--- config.mk ---
export PLATFORM = sky130hd
export DESIGN_NAME = dpdc_deep_powerdown_control
export DESIGN_NICKNAME = d
export VERILOG_FILES = /design/src/dpdc_pkg.sv /design/src/dpdc_deep_powerdown_control.sv
export SDC_FILE = /design/constraint.sdc
export NUM_CORES = 1
export LEC_CHECK = 0
export BUFFER_PORTS_ARGS = -buffer_cell sky130_fd_sc_hd__buf_2
export CAP_MARGIN = 0
export CORE_MARGIN = 1
export CORE_UTILIZATION = 35
export DETAILED_ROUTE_END_ITERATION = 6
export PLACE_DENSITY = 0.56
export SLEW_MARGIN = 20
export SYNTH_ARGS = -nofsm -noshare
export SYNTH_HDL_FRONTEND = slang
export SYNTH_SLANG_ARGS = --single-unit
--- constraint.sdc ---
create_clock -name clk -period 1.95 [get_ports clk]
set_input_delay 0.39 -clock clk [delete_from_list [all_inputs] [get_ports clk]]
set_output_delay 0.39 -clock clk [all_outputs]
set_load 0.005 [all_outputs]
--- src/dpdc_pkg.sv ---
package dpdc_pkg;
    // serial frame layout: 8-bit address then 8-bit data, msb first
    localparam int          FRAME_BITS      = 16;
    localparam int          ADDR_W          = 8;
    localparam int          DATA_W          = 8;
    localparam logic [7:0]  UNLOCK_ADDR     = 8'h11;
    localparam logic [7:0]  UNLOCK_KEY      = 8'h69;
    localparam logic [7:0]  PWR_CTRL_ADDR   = 8'h10;
    localparam int          DEEP_POWERDOWN_BIT_BIT_POS    = 0;
    localparam logic [7:0]  PWR_CTRL_RESET  = 8'h00;
    // power-up wait after the exit command
    localparam int          CLK_MHZ         = 20;
    localparam int          POWERUP_WAIT_NS = 1000;
    localparam int          POWERUP_CYCLES  = (POWERUP_WAIT_NS * CLK_MHZ + 999) / 1000;
    localparam int          WAIT_W          = 16;

    typedef enum logic [2:0] {
        DPDC_RUN   = 3'b001,
        DPDC_DOWN  = 3'b010,
        DPDC_WAKE  = 3'b100
    } dpdc_state_e;
endpackage

--- src/dpdc_deep_powerdown_control.sv ---
`timescale 1ns/1ps
// Notes on behaviour
// [RQ1] - host writes key 69h to 11h first
// [RQ2] - set bit enters power-down at chip-select rise
// [RQ3] - power-down switches all analog circuitry off
// [RQ4] - registers and serial port stay alive
// [RQ5] - host clears the bit to exit
// [RQ6] - ready output rises after exit command
// [RQ7] - host waits power-up time before converting
// [RQ8] - host starts conversions with rising edge
// [RQ9] - only clearing the bit wakes device
module dpdc_deep_powerdown_control #(
    parameter int WAIT_CYCLES = dpdc_pkg::POWERUP_CYCLES
) (
    // clock, reset, enable
    input  wire logic clk,
    input  wire logic sys_rst,
    input  wire logic clk_en,
    // serial control port pins
    input  wire logic cs_n,
    input  wire logic sclk,
    input  wire logic sdi,
    // conversion start pin
    input  wire logic conversion_start,
    // power and status
    output logic      analog_enable,
    output logic      ready_output,
    output logic      deep_powerdown_state,
    output logic      powerup_done,
    output logic      conv_start_pulse
);
    import dpdc_pkg::*;

    // two-flop synchronisers for every pin
    logic [3:0] sync1_r, sync2_r, sync1_nxt, sync2_nxt;
    logic       sclk_d_r, cs_d_r, cv_d_r;
    logic       sclk_d_nxt, cs_d_nxt, cv_d_nxt;
    logic       cs_s, sclk_s, sdi_s, cv_s;
    logic       sclk_rise, cs_rise, cv_rise;

    // next values: pins into stage one, stage one into stage two, edge history
    always_comb begin
        sync1_nxt  = {conversion_start, sdi, sclk, cs_n};
        sync2_nxt  = sync1_r;
        sclk_d_nxt = sclk_s;
        cs_d_nxt   = cs_s;
        cv_d_nxt   = cv_s;
    end

    // pin sampling; stage one feeds stage two only
    always_ff @(posedge clk or posedge sys_rst) begin
        if (sys_rst) begin
            sync1_r  <= 4'h1;
            sync2_r  <= 4'h1;
            sclk_d_r <= 1'b0;
            cs_d_r   <= 1'b1;
            cv_d_r   <= 1'b0;
        end else if (clk_en) begin
            sync1_r  <= sync1_nxt;
            sync2_r  <= sync2_nxt;
            sclk_d_r <= sclk_d_nxt;
            cs_d_r   <= cs_d_nxt;
            cv_d_r   <= cv_d_nxt;
        end
    end

    assign cs_s      = sync2_r[0];
    assign sclk_s    = sync2_r[1];
    assign sdi_s     = sync2_r[2];
    assign cv_s      = sync2_r[3];
    assign sclk_rise = sclk_s & ~sclk_d_r & ~cs_s;
    assign cs_rise   = cs_s & ~cs_d_r;
    assign cv_rise   = cv_s & ~cv_d_r;

    // serial shifter and register writes
    logic [FRAME_BITS-1:0] shift_r, shift_nxt;
    logic [4:0]            bits_r, bits_nxt;
    logic                  unlock_r, unlock_nxt;
    logic [DATA_W-1:0]     pwr_ctrl_r, pwr_ctrl_nxt;
    logic                  frame_done;
    logic                  clear_cmd;

    assign frame_done = cs_rise && (bits_r == 5'(FRAME_BITS));
    assign clear_cmd  = frame_done && unlock_r
                        && shift_r[FRAME_BITS-1 -: ADDR_W] == PWR_CTRL_ADDR
                        && !shift_r[DEEP_POWERDOWN_BIT_BIT_POS] && pwr_ctrl_r[DEEP_POWERDOWN_BIT_BIT_POS];

    // the shifter keeps running in power-down so the host can reach it
    always_comb begin
        shift_nxt    = shift_r;
        bits_nxt     = bits_r;
        unlock_nxt   = unlock_r;
        pwr_ctrl_nxt = pwr_ctrl_r;
        if (sclk_rise) begin                                           // [RQ4]
            shift_nxt = {shift_r[FRAME_BITS-2:0], sdi_s};
            // counts on to 17 so an overlong frame is never taken
            if (bits_r <= 5'(FRAME_BITS))
                bits_nxt = bits_r + 5'h01;
        end
        if (cs_rise) begin
            bits_nxt = 5'h00;
            if (frame_done) begin
                if (shift_r[FRAME_BITS-1 -: ADDR_W] == UNLOCK_ADDR)
                    unlock_nxt = (shift_r[DATA_W-1:0] == UNLOCK_KEY);  // [RQ1]
                else if (shift_r[FRAME_BITS-1 -: ADDR_W] == PWR_CTRL_ADDR && unlock_r)
                    pwr_ctrl_nxt = shift_r[DATA_W-1:0];                // [RQ5]
            end
        end
    end

    // serial state registers; unlock and power register survive power-down
    always_ff @(posedge clk or posedge sys_rst) begin
        if (sys_rst) begin
            shift_r    <= '0;
            bits_r     <= 5'h00;
            unlock_r   <= 1'b0;
            pwr_ctrl_r <= PWR_CTRL_RESET;
        end else if (clk_en) begin
            shift_r    <= shift_nxt;
            bits_r     <= bits_nxt;
            unlock_r   <= unlock_nxt;
            pwr_ctrl_r <= pwr_ctrl_nxt;
        end
    end

    // power state machine
    dpdc_state_e       state_r, state_nxt;
    logic [WAIT_W-1:0] wait_r, wait_nxt;
    logic              ready_r, ready_nxt;

    // entry takes effect at the cs rise that ends the setting write
    always_comb begin
        state_nxt = state_r;
        wait_nxt  = wait_r;
        ready_nxt = ready_r;
        case (state_r)
            DPDC_RUN: begin
                ready_nxt = 1'b1;
                if (cs_rise && pwr_ctrl_nxt[DEEP_POWERDOWN_BIT_BIT_POS]) begin       // [RQ2]
                    state_nxt = DPDC_DOWN;
                    ready_nxt = 1'b0;
                end
            end
            DPDC_DOWN: begin
                // cs rises other than the one ending a clearing write, and conversion_start activity, are ignored here
                if (clear_cmd) begin                                   // [RQ9]
                    state_nxt = DPDC_WAKE;
                    ready_nxt = 1'b1;                                  // [RQ6]
                    wait_nxt  = WAIT_W'(WAIT_CYCLES);
                end
            end
            DPDC_WAKE: begin
                if (wait_r != '0)
                    wait_nxt = wait_r - WAIT_W'(1);
                else
                    state_nxt = DPDC_RUN;
            end
            default: begin
                state_nxt = DPDC_RUN;
                ready_nxt = 1'b1;
            end
        endcase
    end

    // power state registers; reset comes up running with ready high
    always_ff @(posedge clk or posedge sys_rst) begin
        if (sys_rst) begin
            state_r <= DPDC_RUN;
            wait_r  <= '0;
            ready_r <= 1'b1;
        end else if (clk_en) begin
            state_r <= state_nxt;
            wait_r  <= wait_nxt;
            ready_r <= ready_nxt;
        end
    end

    // outputs
    assign analog_enable        = (state_r != DPDC_DOWN);              // [RQ3]
    assign deep_powerdown_state = (state_r == DPDC_DOWN);
    assign ready_output         = ready_r;
    assign powerup_done         = (state_r == DPDC_RUN);               // [RQ7]
    assign conv_start_pulse     = cv_rise && (state_r == DPDC_RUN);    // [RQ8]
endmodule

# == After elaboration in Yosys (flattened, before gate mapping) ==
# Cells that the tools add are included.
# op_classes
n_mux,17
eq_ne,12
n_shift,0
n_addsub,2
div,0
multipliers,0
n_reduce_logical,19
n_bitwise,9
magnitude_cmp,1
# ops
cell,count
$mux 16,2
$pmux 16 s2,1
$eq 8x5->1 const B,2
$reduce_bool 16->1,1
$sub 16x1->16 const B,1
$mux 5,3
$reduce_and 4->1,3
$mux 3,3
$pmux 3 s3,1
$eq 8x7->1 const B,1
$logic_and 1x1->1,8
$mux 1,6
$reduce_and 3->1,2
$reduce_bool 2->1,3
$add 5x1->5 const B,1
$eq 5x5->1 const B,1
$le 5x5->1 const B,1
$not 1->1,5
$and 1x1->1,4
$ne 2x1->1 const B,2
$ne 2x2->1 const B,2
$eq 3x1->1 const B,1
$eq 3x2->1 const B,1
$eq 3x3->1 const B,1
4 further kinds,4
# word_totals
word_cells,72
output_inout_bits,5
mem_bits_ro,0
reg_bits,54
latch_bits,0
mem_bits_rw,0
in_bits,7
memories,0

# == Depth between registers and ports, before layout ==
# Gate-level depths: netlist (run 1).
# depth
depth_word,9
depth_mapped,8
ltp_nobuf,7

# == Worst setup path after synthesis (run 1) ==
# OpenSTA, ideal clock, no wires.
# synth_timing
path_kind,flip-flop to flip-flop
startpoint,register wait_r[12]
endpoint,register wait_r[2]
period_less_slack_ns,1.937
n_path_buf,1
setup_time_ns,0.132
required_time_ns,1.818
stages_incl_launch_ff,6
setup_slack_ns,0.013
t_arrival_ns,1.805
cell_sequence,dfrtp_1 > or4_4 > nor4_4 > buf_4 > nor3_1 > or3b_1
# synth_via
elab_chain_len,3
# synth_rtl
item,line_no,source
from (decl),dpdc_deep_powerdown_control.sv:128,"logic [WAIT_W-1:0] wait_r, wait_nxt;"
from (signal assigned),dpdc_deep_powerdown_control.sv:173,wait_r <= wait_nxt;
$reduce_bool 16->1,dpdc_deep_powerdown_control.sv:153,if (wait_r != '0)
$ne 2x2->1 (no line),-,
$reduce_and 4->1 (no line),-,
# No other way between the ends.
# A chain may end at the register's enable or synchronous reset.

# == Worst setup path after layout (run 1) ==
# Ends and elaborated chain as after synthesis.

==> results of run 1 <==
[cell usage in the layout (no fill, tap or decap), types with 4 or more instances in the layout]
cell type  synthesis  routed
clkbuf_8           0       6
nand2_1            8       8
nand3b_1           4       4
inv_2              0       4
dfrtp_1           49      49
nand4_1            4       4
nand2b_1           4       4
o21ai_0            6       6
buf_2              3      11
dfstp_2            5       5
or3_1              4       4
mux2_2            27      27
nor4_2             4       4
nor2_1            17      17
buf_4              1      36
a21oi_1            4       4
inv_1             11       7
xnor2_1           10      10
nor3_1             7       5
[worst paths after layout]
kind,endpoint,slack [ps],depth (start not counted)
max,wait_r[2],60,4
min,wait_r[2],80,2
max reg2reg,wait_r[2],60,4
min reg2reg,ready_output,490,2
max in group asynchronous,cs_d_r,1250,3
min in group clk,sync1_r[3],300,2
[what timing repair did]
action                                  4_1_cts  5_1_grt
buffers inserted                              3        1
endpoints found under the setup margin        6       19
pin swaps                                     3        3
resized for setup                             9       11
gates cloned                                  0        0
[sequential cells by signal, indices dropped and copies added (netlist names)]
signal,cells
bits_r,5
cs_d_r,1
cv_d_r,1
pwr_ctrl_r,1
ready_output,1
sclk_d_r,1
shift_r,16
state_r,3
sync1_r,4
sync2_r,4
unlock_r,1
wait_r,16
[Yosys cell counts, types with 2 or more instances]
master     n
buf_1      2
nand4_1    4
nor2_1    17
or2_2      3
nor3b_1    3
nor3_2     2
a31oi_1    2
dfrtp_1   49
a21oi_1    4
o21ai_0    6
nor4bb_1   4
ha_1       4
nand3b_1   4
dfstp_2    5
o21ai_1    3
nor4b_1    2
or4_4      2
nor2_2     3
nor4_2     4
buf_2      3
or4_1      2
mux2i_1    3
or3_1      4
nand2_1    8
nor4_1     3
nor3_1     7
xnor2_1   10
nand2b_1   4
inv_1     11
xor2_1     2
mux2_2    27
o31ai_1    3
[kinds of logic after synthesis]
logic type      Yosys count  share of synthesized area
simple gates             84                      0.216
flops                    54                      0.519
mux                      30                      0.128
compound gates           21                     0.0469
buf+inv                  18                     0.0316
xor+xnor                 12                     0.0402
fa+ha+maj                 4                     0.0191
[cell type report]
type,instances,area [sq um]
clock buffers,6,82.6
clock inverters,2,16.3
fillers,701,4000
inverters,11,41.3
multi-input cells,151,1280
flip-flops and latches,54,1360
well taps,99,124
repair buffers,49,357
[metal layers]
metal / global-route usage / vias up / share of wire
met2: 0.222 / 18 / 0.48
met4: 0.0352 / 0 / 0.011
met5: 0 / - / 0
met1: 0.196 / 871 / 0.49
met3: 0.0308 / 5 / 0.021
li1: - / 887 / -
[metrics by stage]
stage / TNS, ps / setup WS [ps] / total power (W)
after global placement: 0 / 2.90 / 0.00184
after global routing: -300 / -72.0 / 0.00268
after detailed placement: -12.2 / -12.1 / 0.00186
after floorplan: 0 / 13.2 / 0.00168
after CTS: -2.06 / -2.06 / 0.00255
final: 0 / 61.6 / 0.00253
[report_power, final]
group | switching [W] | internal (W)
registers | 0.000130 | 0.00129
clock network | 0.000391 | 0.000293
logic | 0.000158 | 0.000263
[worst register-to-register path, stage by stage (launching register included)]
cell and delay, ps:
dfrtp_1 390, or4_4 570, nor4_4 380, nor3_1 100, or3b_1 350
==> flow_summary_export.csv, run 1 <==
group,metric,value,unit
outcome,status,"finished, final reports clean",
setup_path,path_max_fanout,3,
floorplanning,dieArea,7830,sq um
finish,final_area,3260,sq um
run,cap_violations,0,
clock_tree,h-tree-depth,2,
floorplanning,dieWidth,88.5,um
setup_path,end_kind,"flop",
setup_path,required,2160,ps
yosys,ys.flop_type,"dfrtp_1",
finish,final_layout_size_suffix_gt1_frac,0.443,
timing,whs,76.9,ps
global_route,grtUsageTotal,0.140,
yosys,ys_seq_area_frac,0.519,
global_route,antenna_found_initial,0,
global_route,grt_pass1_vias,1771,
power,leakage,1.48,nW
floorplanning,die_h,88.5,um
routing,wl_per_cell,13.1,um
global_route,grt_max_degree,23,
timing,max_freq,530,MHz
yosys,syn_area,2620,sq um
finish,antenna_cells,0,
clock_tree,cts_hold_buf,0,
clock_tree,clkLatencyLatePin,310,ps
setup_path,cp-startpoint,"wait_r[12]",
floorplanning,rows,31,
finish,area_growth,24.5,%
placement,gp_congestion,0.749,
setup_path,max_stage_delay,570,ps
timing,maxSlewHeadroom,0.684,
routing,drt_iter0_markers,44,
global_route,grt_first_pass_wirelength,8460,um
routing,routed-via-count,1781,
routing,drc_errors,0,
setup_path,crit_path_cell_trace,"or4_4, nor4_4, nor3_1, or3b_1",
yosys,yosys.area.top_type,"dfrtp_1",
placement,place.port_buffers,11,
finish,fin_cells,372,
routing,drt_pre_antenna_iters,4,
clock_tree,clockBufferDepth,2,
routing,routed_wl,4890,um
yosys,ys_warn_count,0,
placement,dpl_cell_area,3040,sq um
yosys,ys_ff_latch,54,
timing,worst_slew_pin_slew,473,ps
floorplanning,start_util,0.361,
setup_path,critPathTopFamily,"simple AND/OR/NAND/NOR gates",
yosys,synth.top_cell.area_share,0.469,
setup_path,r2r-start,"wait_r[12]",
setup_path,critPathBufInv,0,
setup_path,crit_slowest_cell,"or4_4",
timing,fin_skew,13.3,ps
floorplanning,core_area,7250,sq um
timing,fin_crit_sh,0.968,
setup_path,cp.arrival,2090,ps
timing,rsz0062_at_grt,"true",
placement,dp_hpwl,3490,um
power,peakVddDrop,0.511,mV
clock_tree,numCtsBuffers,5,
global_route,grt.overflow.total,0,
power,power.density,777,nW/um^2
routing,detail-route-antenna-nets,0,
yosys,synth.avg_cell_area,11.7,sq um
hold_path,worstHoldPathType,"in2async",
clock_tree,clk_pin_slew,110,ps
yosys,async_flop_share,1.00,
yosys,synth_cells,223,
yosys,syn_nets,234,
timing,final_hold_viol_count,0,
yosys,synth_edf_count,0,
clock_tree,cts-root-buf,"clkbuf_8",
finish,postLayoutCoreUtil,0.449,
timing,period_minus_slack,1890,ps
yosys,synth_area_leaders,"dfrtp_1 47%, mux2_2 12%, dfstp_2 5.0%",
placement,dp_cells,360,
setup_path,worst-setup-path-type,"reg2reg",
clock_tree,cts_sinks,54,
yosys,synth_cell_type_count,45,
timing,drv_slew,0,
floorplanning,ios,12,
routing,vias_per_cell,4.79,
finish,fin_nets,283,
timing,setup_viol,0,
setup_path,critPathLaunchType,"flop",
clock_tree,tritoncts,"yes",
Note: power is estimated with default switching activity, not from simulation.
==> run 2, diff against run 1 <==
--- a/config.mk
+++ b/config.mk
@@ -7,6 +7,7 @@
 export LEC_CHECK = 0
 export BUFFER_PORTS_ARGS = -buffer_cell sky130_fd_sc_hd__buf_2
 export CAP_MARGIN = 0
+export CORE_ASPECT_RATIO = 1.25
 export CORE_MARGIN = 1
 export CORE_UTILIZATION = 35
 export DETAILED_ROUTE_END_ITERATION = 6
==> run 2 against run 1 <==
Net effect: the run now ends with setup timing left; fmax is 3.9% lower; routed wire length down 1.6%; sequential share of layout area rose by 0.37 points; combinational power fell by 3%; count of clock-buffer cells in the layout unchanged; global-route usage fell by 0.47 points; via count rose by 1.6%; die area is essentially flat; flip-flop and latch count stayed put; setup slack worse by 77 ps; clock power decreased by 6.9%; hold slack lost 16 ps; critical path type unchanged; critical endpoint is now wait_r[4]; largest power group unchanged; highest routed layer unchanged.
==> flow_summary_export.csv, run 2 (same netlist as run 1, synthesis figures left out) <==
group,metric,value,unit
power,total_power,0.00247,W
timing,maxSlewHeadroom,0.737,
clock_tree,cts_hold_buf,0,
routing,vias_per_cell,5.05,
power,power.density,764,nW/um^2
global_route,grtUsageTotal,0.135,
timing,fin_skew,11.2,ps
routing,routed_wl,4810,um
finish,area_growth,23.4,%
global_route,grt_first_pass_wirelength,8420,um
timing,worst_slew_pin_slew,394,ps
setup_path,r2r-end,"wait_r[4]",
outcome,status,"complete, but fails checks",
routing,drc_errors,0,
timing,drv_slew,0,
floorplanning,dieWidth,79.3,um
finish,regArea,1360,sq um
setup_path,critPathTopFamily,"simple AND/OR/NAND/NOR gates",
routing,routed-via-count,1809,
run,cap_violations,0,
finish,fin_cells,358,
setup_path,r2r_cells,7,
setup_path,crit_path_cell_trace,"or4_4, nor4_4, buf_6, buf_12, nor4_4, nor3_2, a21oi_1",
clock_tree,clk_pin_slew,100,ps
setup_path,cp_common_cell,"nor4_4",
placement,gp_congestion,0.730,
placement,place.port_buffers,11,
clock_tree,h-tree-depth,2,
finish,n_fill_cell,670,
power,internal_power,0.00181,W
finish,reg_top3,"shift_r: 16 flops, wait_r: 16 flops, bits_r: 5 flops",
finish,final_common_cell,"dfrtp_1",
routing,detail-route-antenna-nets,0,
floorplanning,ios,12,
floorplanning,dieArea,7830,sq um
timing,rsz0062_at_grt,"true",
floorplanning,start_util,0.368,
finish,multi_input_comb_area,1280,sq um
floorplanning,core_area,7100,sq um
floorplanning,die_h,98.7,um
setup_path,max_stage_delay,590,ps
power,net-switching-power,0.000657,W
timing,fin_crit_sh,1.01,
setup_path,crit_slowest_cell,"or4_4",
clock_tree,numCtsBuffers,5,
power,peakVddDrop,0.519,mV
timing,max_freq,509,MHz
setup_path,r2r_setup_slack,-20,ps
clock_tree,clockBufferDepth,2,
timing,final_hold_viol_count,0,
setup_path,path_depth,7,
global_route,grt_max_degree,39,
setup_path,critPathBufInv,2,
finish,antenna_cells,0,
global_route,grt_pass1_vias,1786,
clock_tree,clkLatencyLatePin,310,ps
finish,final_layout_size_suffix_gt1_frac,0.425,
setup_path,r2r-start,"wait_r[12]",
setup_path,path_max_fanout,5,
power,leakage,1.46,nW
setup_path,required,2140,ps
timing,fin_tns_setup,-53.8,ps
clock_tree,cts_sinks,54,
setup_path,cp.arrival,2160,ps
timing,setup_ws,-15.1,ps
timing,period_minus_slack,1970,ps
clock_tree,cts-root-buf,"clkbuf_8",
timing,setup_viol,6,
global_route,grt.overflow.total,0,
power,swShare,0.267,
setup_path,end_kind,"flop",
global_route,antenna_found_initial,0,
routing,wl_per_cell,13.4,um
routing,drt_pre_antenna_iters,4,
setup_path,critPathLaunchType,"flop",
setup_path,cp-endpoint,"wait_r[4]",
power,pwr-share-clk,0.259,
hold_path,worstHoldPathType,"in2async",
placement,dp_hpwl,3370,um
power,combPwrFrac,0.166,
power,p_seq_frac,0.575,
setup_path,worst-setup-path-type,"reg2reg",
placement,dp_cells,344,
clock_tree,tritoncts,"yes",
finish,fin_nets,278,
outcome,violations,"setup timing",
routing,drt_iter0_markers,45,
finish,final_cell_mix,"49 x dfrtp_1, 28 x buf_4, 27 x mux2_2, 17 x nor2_1, 11 x buf_2",
setup_path,cp-startpoint,"wait_r[12]",
floorplanning,rows,34,
## run 2: power by group through the flow
stage / Clock, W / Combinational (W) / Sequential, W
after global placement: 0 / 0.000399 / 0.00143
after detailed placement: 0 / 0.000407 / 0.00143
final: 0.000637 / 0.000409 / 0.00142
after global routing: 0.000705 / 0.000465 / 0.00144
after CTS: 0.000666 / 0.000408 / 0.00142
after floorplan: 0 / 0.000276 / 0.00141
## run 2: worst register-to-register path, delay by kind of cell (launching register included)
| kind | cells | cell delay [ps] |
|---|---|---|
| buf+inv | 2 | 260 |
| compound gates | 1 | 50 |
| flops | 1 | 400 |
| simple gates | 4 | 1150 |
## run 2: stage by stage
step	cell area [sq um]	hold WS, ps	setup slack [ps]	utilization
floorplan	2620	463	13.2	-
global placement	2990	411	-9.14	0.420
detailed placement	2990	410	-33.1	0.420
CTS	3090	63.4	7.04	0.435
global route	3230	72.2	-102	0.454
finish	3230	60.8	-15.1	0.454
## run 2: cell type report
type / count / share of cell area
Timing Repair Buffer: 44 / 0.108
Multi-Input combinational cell: 151 / 0.396
Clock buffer: 6 / 0.0225
Clock inverter: 2 / 0.00543
Sequential cell: 54 / 0.421
Tap cell: 90 / 0.0349
Inverter: 11 / 0.0128
## run 2: worst min-delay path by stage
stage	cells after the start	end
after global placement	2	wait_r[12]
after global routing	2	state_r[2]
after CTS	2	state_r[2]
after detailed placement	2	wait_r[12]
after floorplan	2	unlock_r
final	2	state_r[2]
## run 2: routing by layer
metal,part of all wire,global-route usage,wire [um]
met5,0,0,0
met4,0.0081,0.0336,39
met3,0.021,0.0287,99
met2,0.50,0.218,2420
met1,0.47,0.186,2260
## run 2: what timing repair did
action,4_1_cts,5_1_grt
pin swaps,0,4
cloned,0,0
resized for setup,3,20
endpoints found under the hold margin,0,0
buffers inserted,0,6
setup endpoints to repair,5,21
==> run 3, diff against run 2 <==
--- a/config.mk
+++ b/config.mk
@@ -11,7 +11,7 @@
 export CORE_MARGIN = 1
 export CORE_UTILIZATION = 35
 export DETAILED_ROUTE_END_ITERATION = 6
-export PLACE_DENSITY = 0.56
+export PLACE_DENSITY = 0.54
 export SLEW_MARGIN = 20
 export SYNTH_ARGS = -nofsm -noshare
 export SYNTH_HDL_FRONTEND = slang
==> constraint.sdc (replaced) <==
create_clock -name clk -period 2.3 [get_ports clk]
set_input_delay 0.46 -clock clk [delete_from_list [all_inputs] [get_ports clk]]
set_output_delay 0.46 -clock clk [all_outputs]
set_load 0.005 [all_outputs]
==> run 3 against run 2 <==
Net effect: the flow now finishes without violations; hold slack better by 140 ps; combinational power shrank 25%; global-route usage up 0.17 points; cell count fell by 6.4%; critical endpoint unchanged; largest cell class unchanged.
==> flow_summary_export.csv, run 3 (same netlist as run 1, synthesis figures left out) <==
group,metric,value,unit
placement,dp_hpwl,3360,um
global_route,grt_max_degree,26,
power,leakage,1.33,nW
routing,routed_wl,4670,um
floorplanning,die_h,98.7,um
setup_path,crit_slowest_cell,"or3b_2",
floorplanning,ios,12,
finish,n_fill_cell,684,
finish,fin_nets,255,
clock_tree,clkLatencyLatePin,300,ps
clock_tree,cts_resized,0,
global_route,grt_pass1_vias,1738,
placement,place.port_buffers,11,
timing,fin_crit_sh,0.884,
routing,wl_per_cell,13.9,um
routing,detail-route-antenna-nets,0,
setup_path,r2r-start,"wait_r[0]",
setup_path,path_depth,8,
floorplanning,rows,34,
routing,drc_errors,0,
setup_path,cp-endpoint,"wait_r[4]",
floorplanning,core_area,7100,sq um
floorplanning,start_util,0.368,
setup_path,r2r_setup_slack,270,ps
setup_path,critPathBufInv,2,
setup_path,r2r-end,"wait_r[4]",
clock_tree,postCtsSetupBuffers,0,
setup_path,cp.arrival,2220,ps
power,power.density,768,nW/um^2
clock_tree,cts-root-buf,"clkbuf_8",
hold_path,worstHoldPathType,"in2async",
setup_path,critPathTopFamily,"simple AND/OR/NAND/NOR gates",
setup_path,crit_path_cell_trace,"inv_1, ha_1, or3b_2, nor4_4, buf_4, nor4_1, nor3_1, a21oi_1",
floorplanning,dieArea,7830,sq um
setup_path,cp-startpoint,"wait_r[0]",
timing,rsz0062_at_grt,"false",
finish,antenna_cells,0,
setup_path,worst-setup-path-type,"reg2reg",
finish,reg_top3,"shift_r: 16 flops, wait_r: 16 flops, bits_r: 5 flops",
global_route,grtUsageTotal,0.137,
global_route,grt.overflow.total,0,
finish,area_growth,14.2,%
routing,drt_iter0_markers,49,
timing,whs,196,ps
floorplanning,dieWidth,79.3,um
finish,final_common_cell,"dfrtp_1",
setup_path,max_stage_delay,490,ps
finish,final_cell_mix,"49 x dfrtp_1, 27 x mux2_2, 17 x nor2_1, 11 x buf_2",
routing,drt_pre_antenna_iters,4,
clock_tree,cts_sinks,54,
setup_path,end_kind,"flop",
setup_path,required,2490,ps
timing,max_freq,492,MHz
finish,multi_input_comb_area,1190,sq um
timing,final_hold_viol_count,0,
setup_path,path_max_fanout,7,
clock_tree,cts_hold_buf,0,
clock_tree,tritoncts,"yes",
routing,vias_per_cell,4.99,
setup_path,critPathLaunchType,"flop",
power,peakVddDrop,0.384,mV
timing,worst_slew_pin_slew,556,ps
routing,routed-via-count,1673,
placement,gp_congestion,0.735,
finish,final_layout_size_suffix_gt1_frac,0.327,
timing,fin_skew,5.82,ps
clock_tree,clockBufferDepth,2,
run,cap_violations,0,
global_route,grt_first_pass_wirelength,8360,um
timing,drv_slew,0,
timing,setup_viol,0,
outcome,status,"finished, final reports clean",
setup_path,r2r_cells,8,
timing,maxSlewHeadroom,0.629,
timing,period_minus_slack,2030,ps
global_route,antenna_found_initial,0,
clock_tree,h-tree-depth,2,
clock_tree,clk_pin_slew,100,ps
timing,fin_tns_setup,0,ps
clock_tree,numCtsBuffers,5,
finish,regArea,1360,sq um
## run 3: how the worst min path moves through the flow
stage / to / cells after the start / from
floorplan: unlock_r / 2 / unlock_r
global placement: ready_output / 2 / ready_output
detailed placement: ready_output / 2 / ready_output
CTS: shift_r[7] / 2 / sys_rst
global route: shift_r[10] / 2 / sys_rst
finish: shift_r[10] / 2 / sys_rst
## run 3: final cells by class
cell class | instances | share of cell area
Timing Repair Buffer | 21 | 0.0477
Tap cell | 90 | 0.0377
Multi-Input combinational cell | 151 | 0.399
Sequential cell | 54 | 0.454
Clock inverter | 2 | 0.0201
Clock buffer | 6 | 0.0276
Inverter | 11 | 0.0138
## run 3: power by group
group / switching, W / internal, W / total [W]
combinational: 0.000120 / 0.000187 / 0.000306
clock: 0.000311 / 0.000464 / 0.000775
sequential: 0.000115 / 0.00110 / 0.00121
## run 3: per-layer routing
| metal | vias to the layer above | wire (um) | track usage |
|---|---|---|---|
| li1 | 835 | - | - |
| met1 | 817 | 2280 | 0.183 |
| met2 | 14 | 2250 | 0.225 |
| met3 | 7 | 75 | 0.0222 |
| met4 | 0 | 58 | 0.0462 |
| met5 | - | 0 | 0 |
## run 3: stage by stage
step / cells / area [sq um] / util / total power, W / setup slack (ps)
after floorplan: 223 / 2620 / - / 0.00143 / 363
after global routing: 335 / 2990 / 0.421 / 0.00242 / 99.7
final: 335 / 2990 / 0.421 / 0.00229 / 266
after global placement: 327 / 2850 / 0.400 / 0.00154 / 262
after detailed placement: 327 / 2850 / 0.400 / 0.00155 / 253
after CTS: 335 / 2990 / 0.421 / 0.00233 / 233
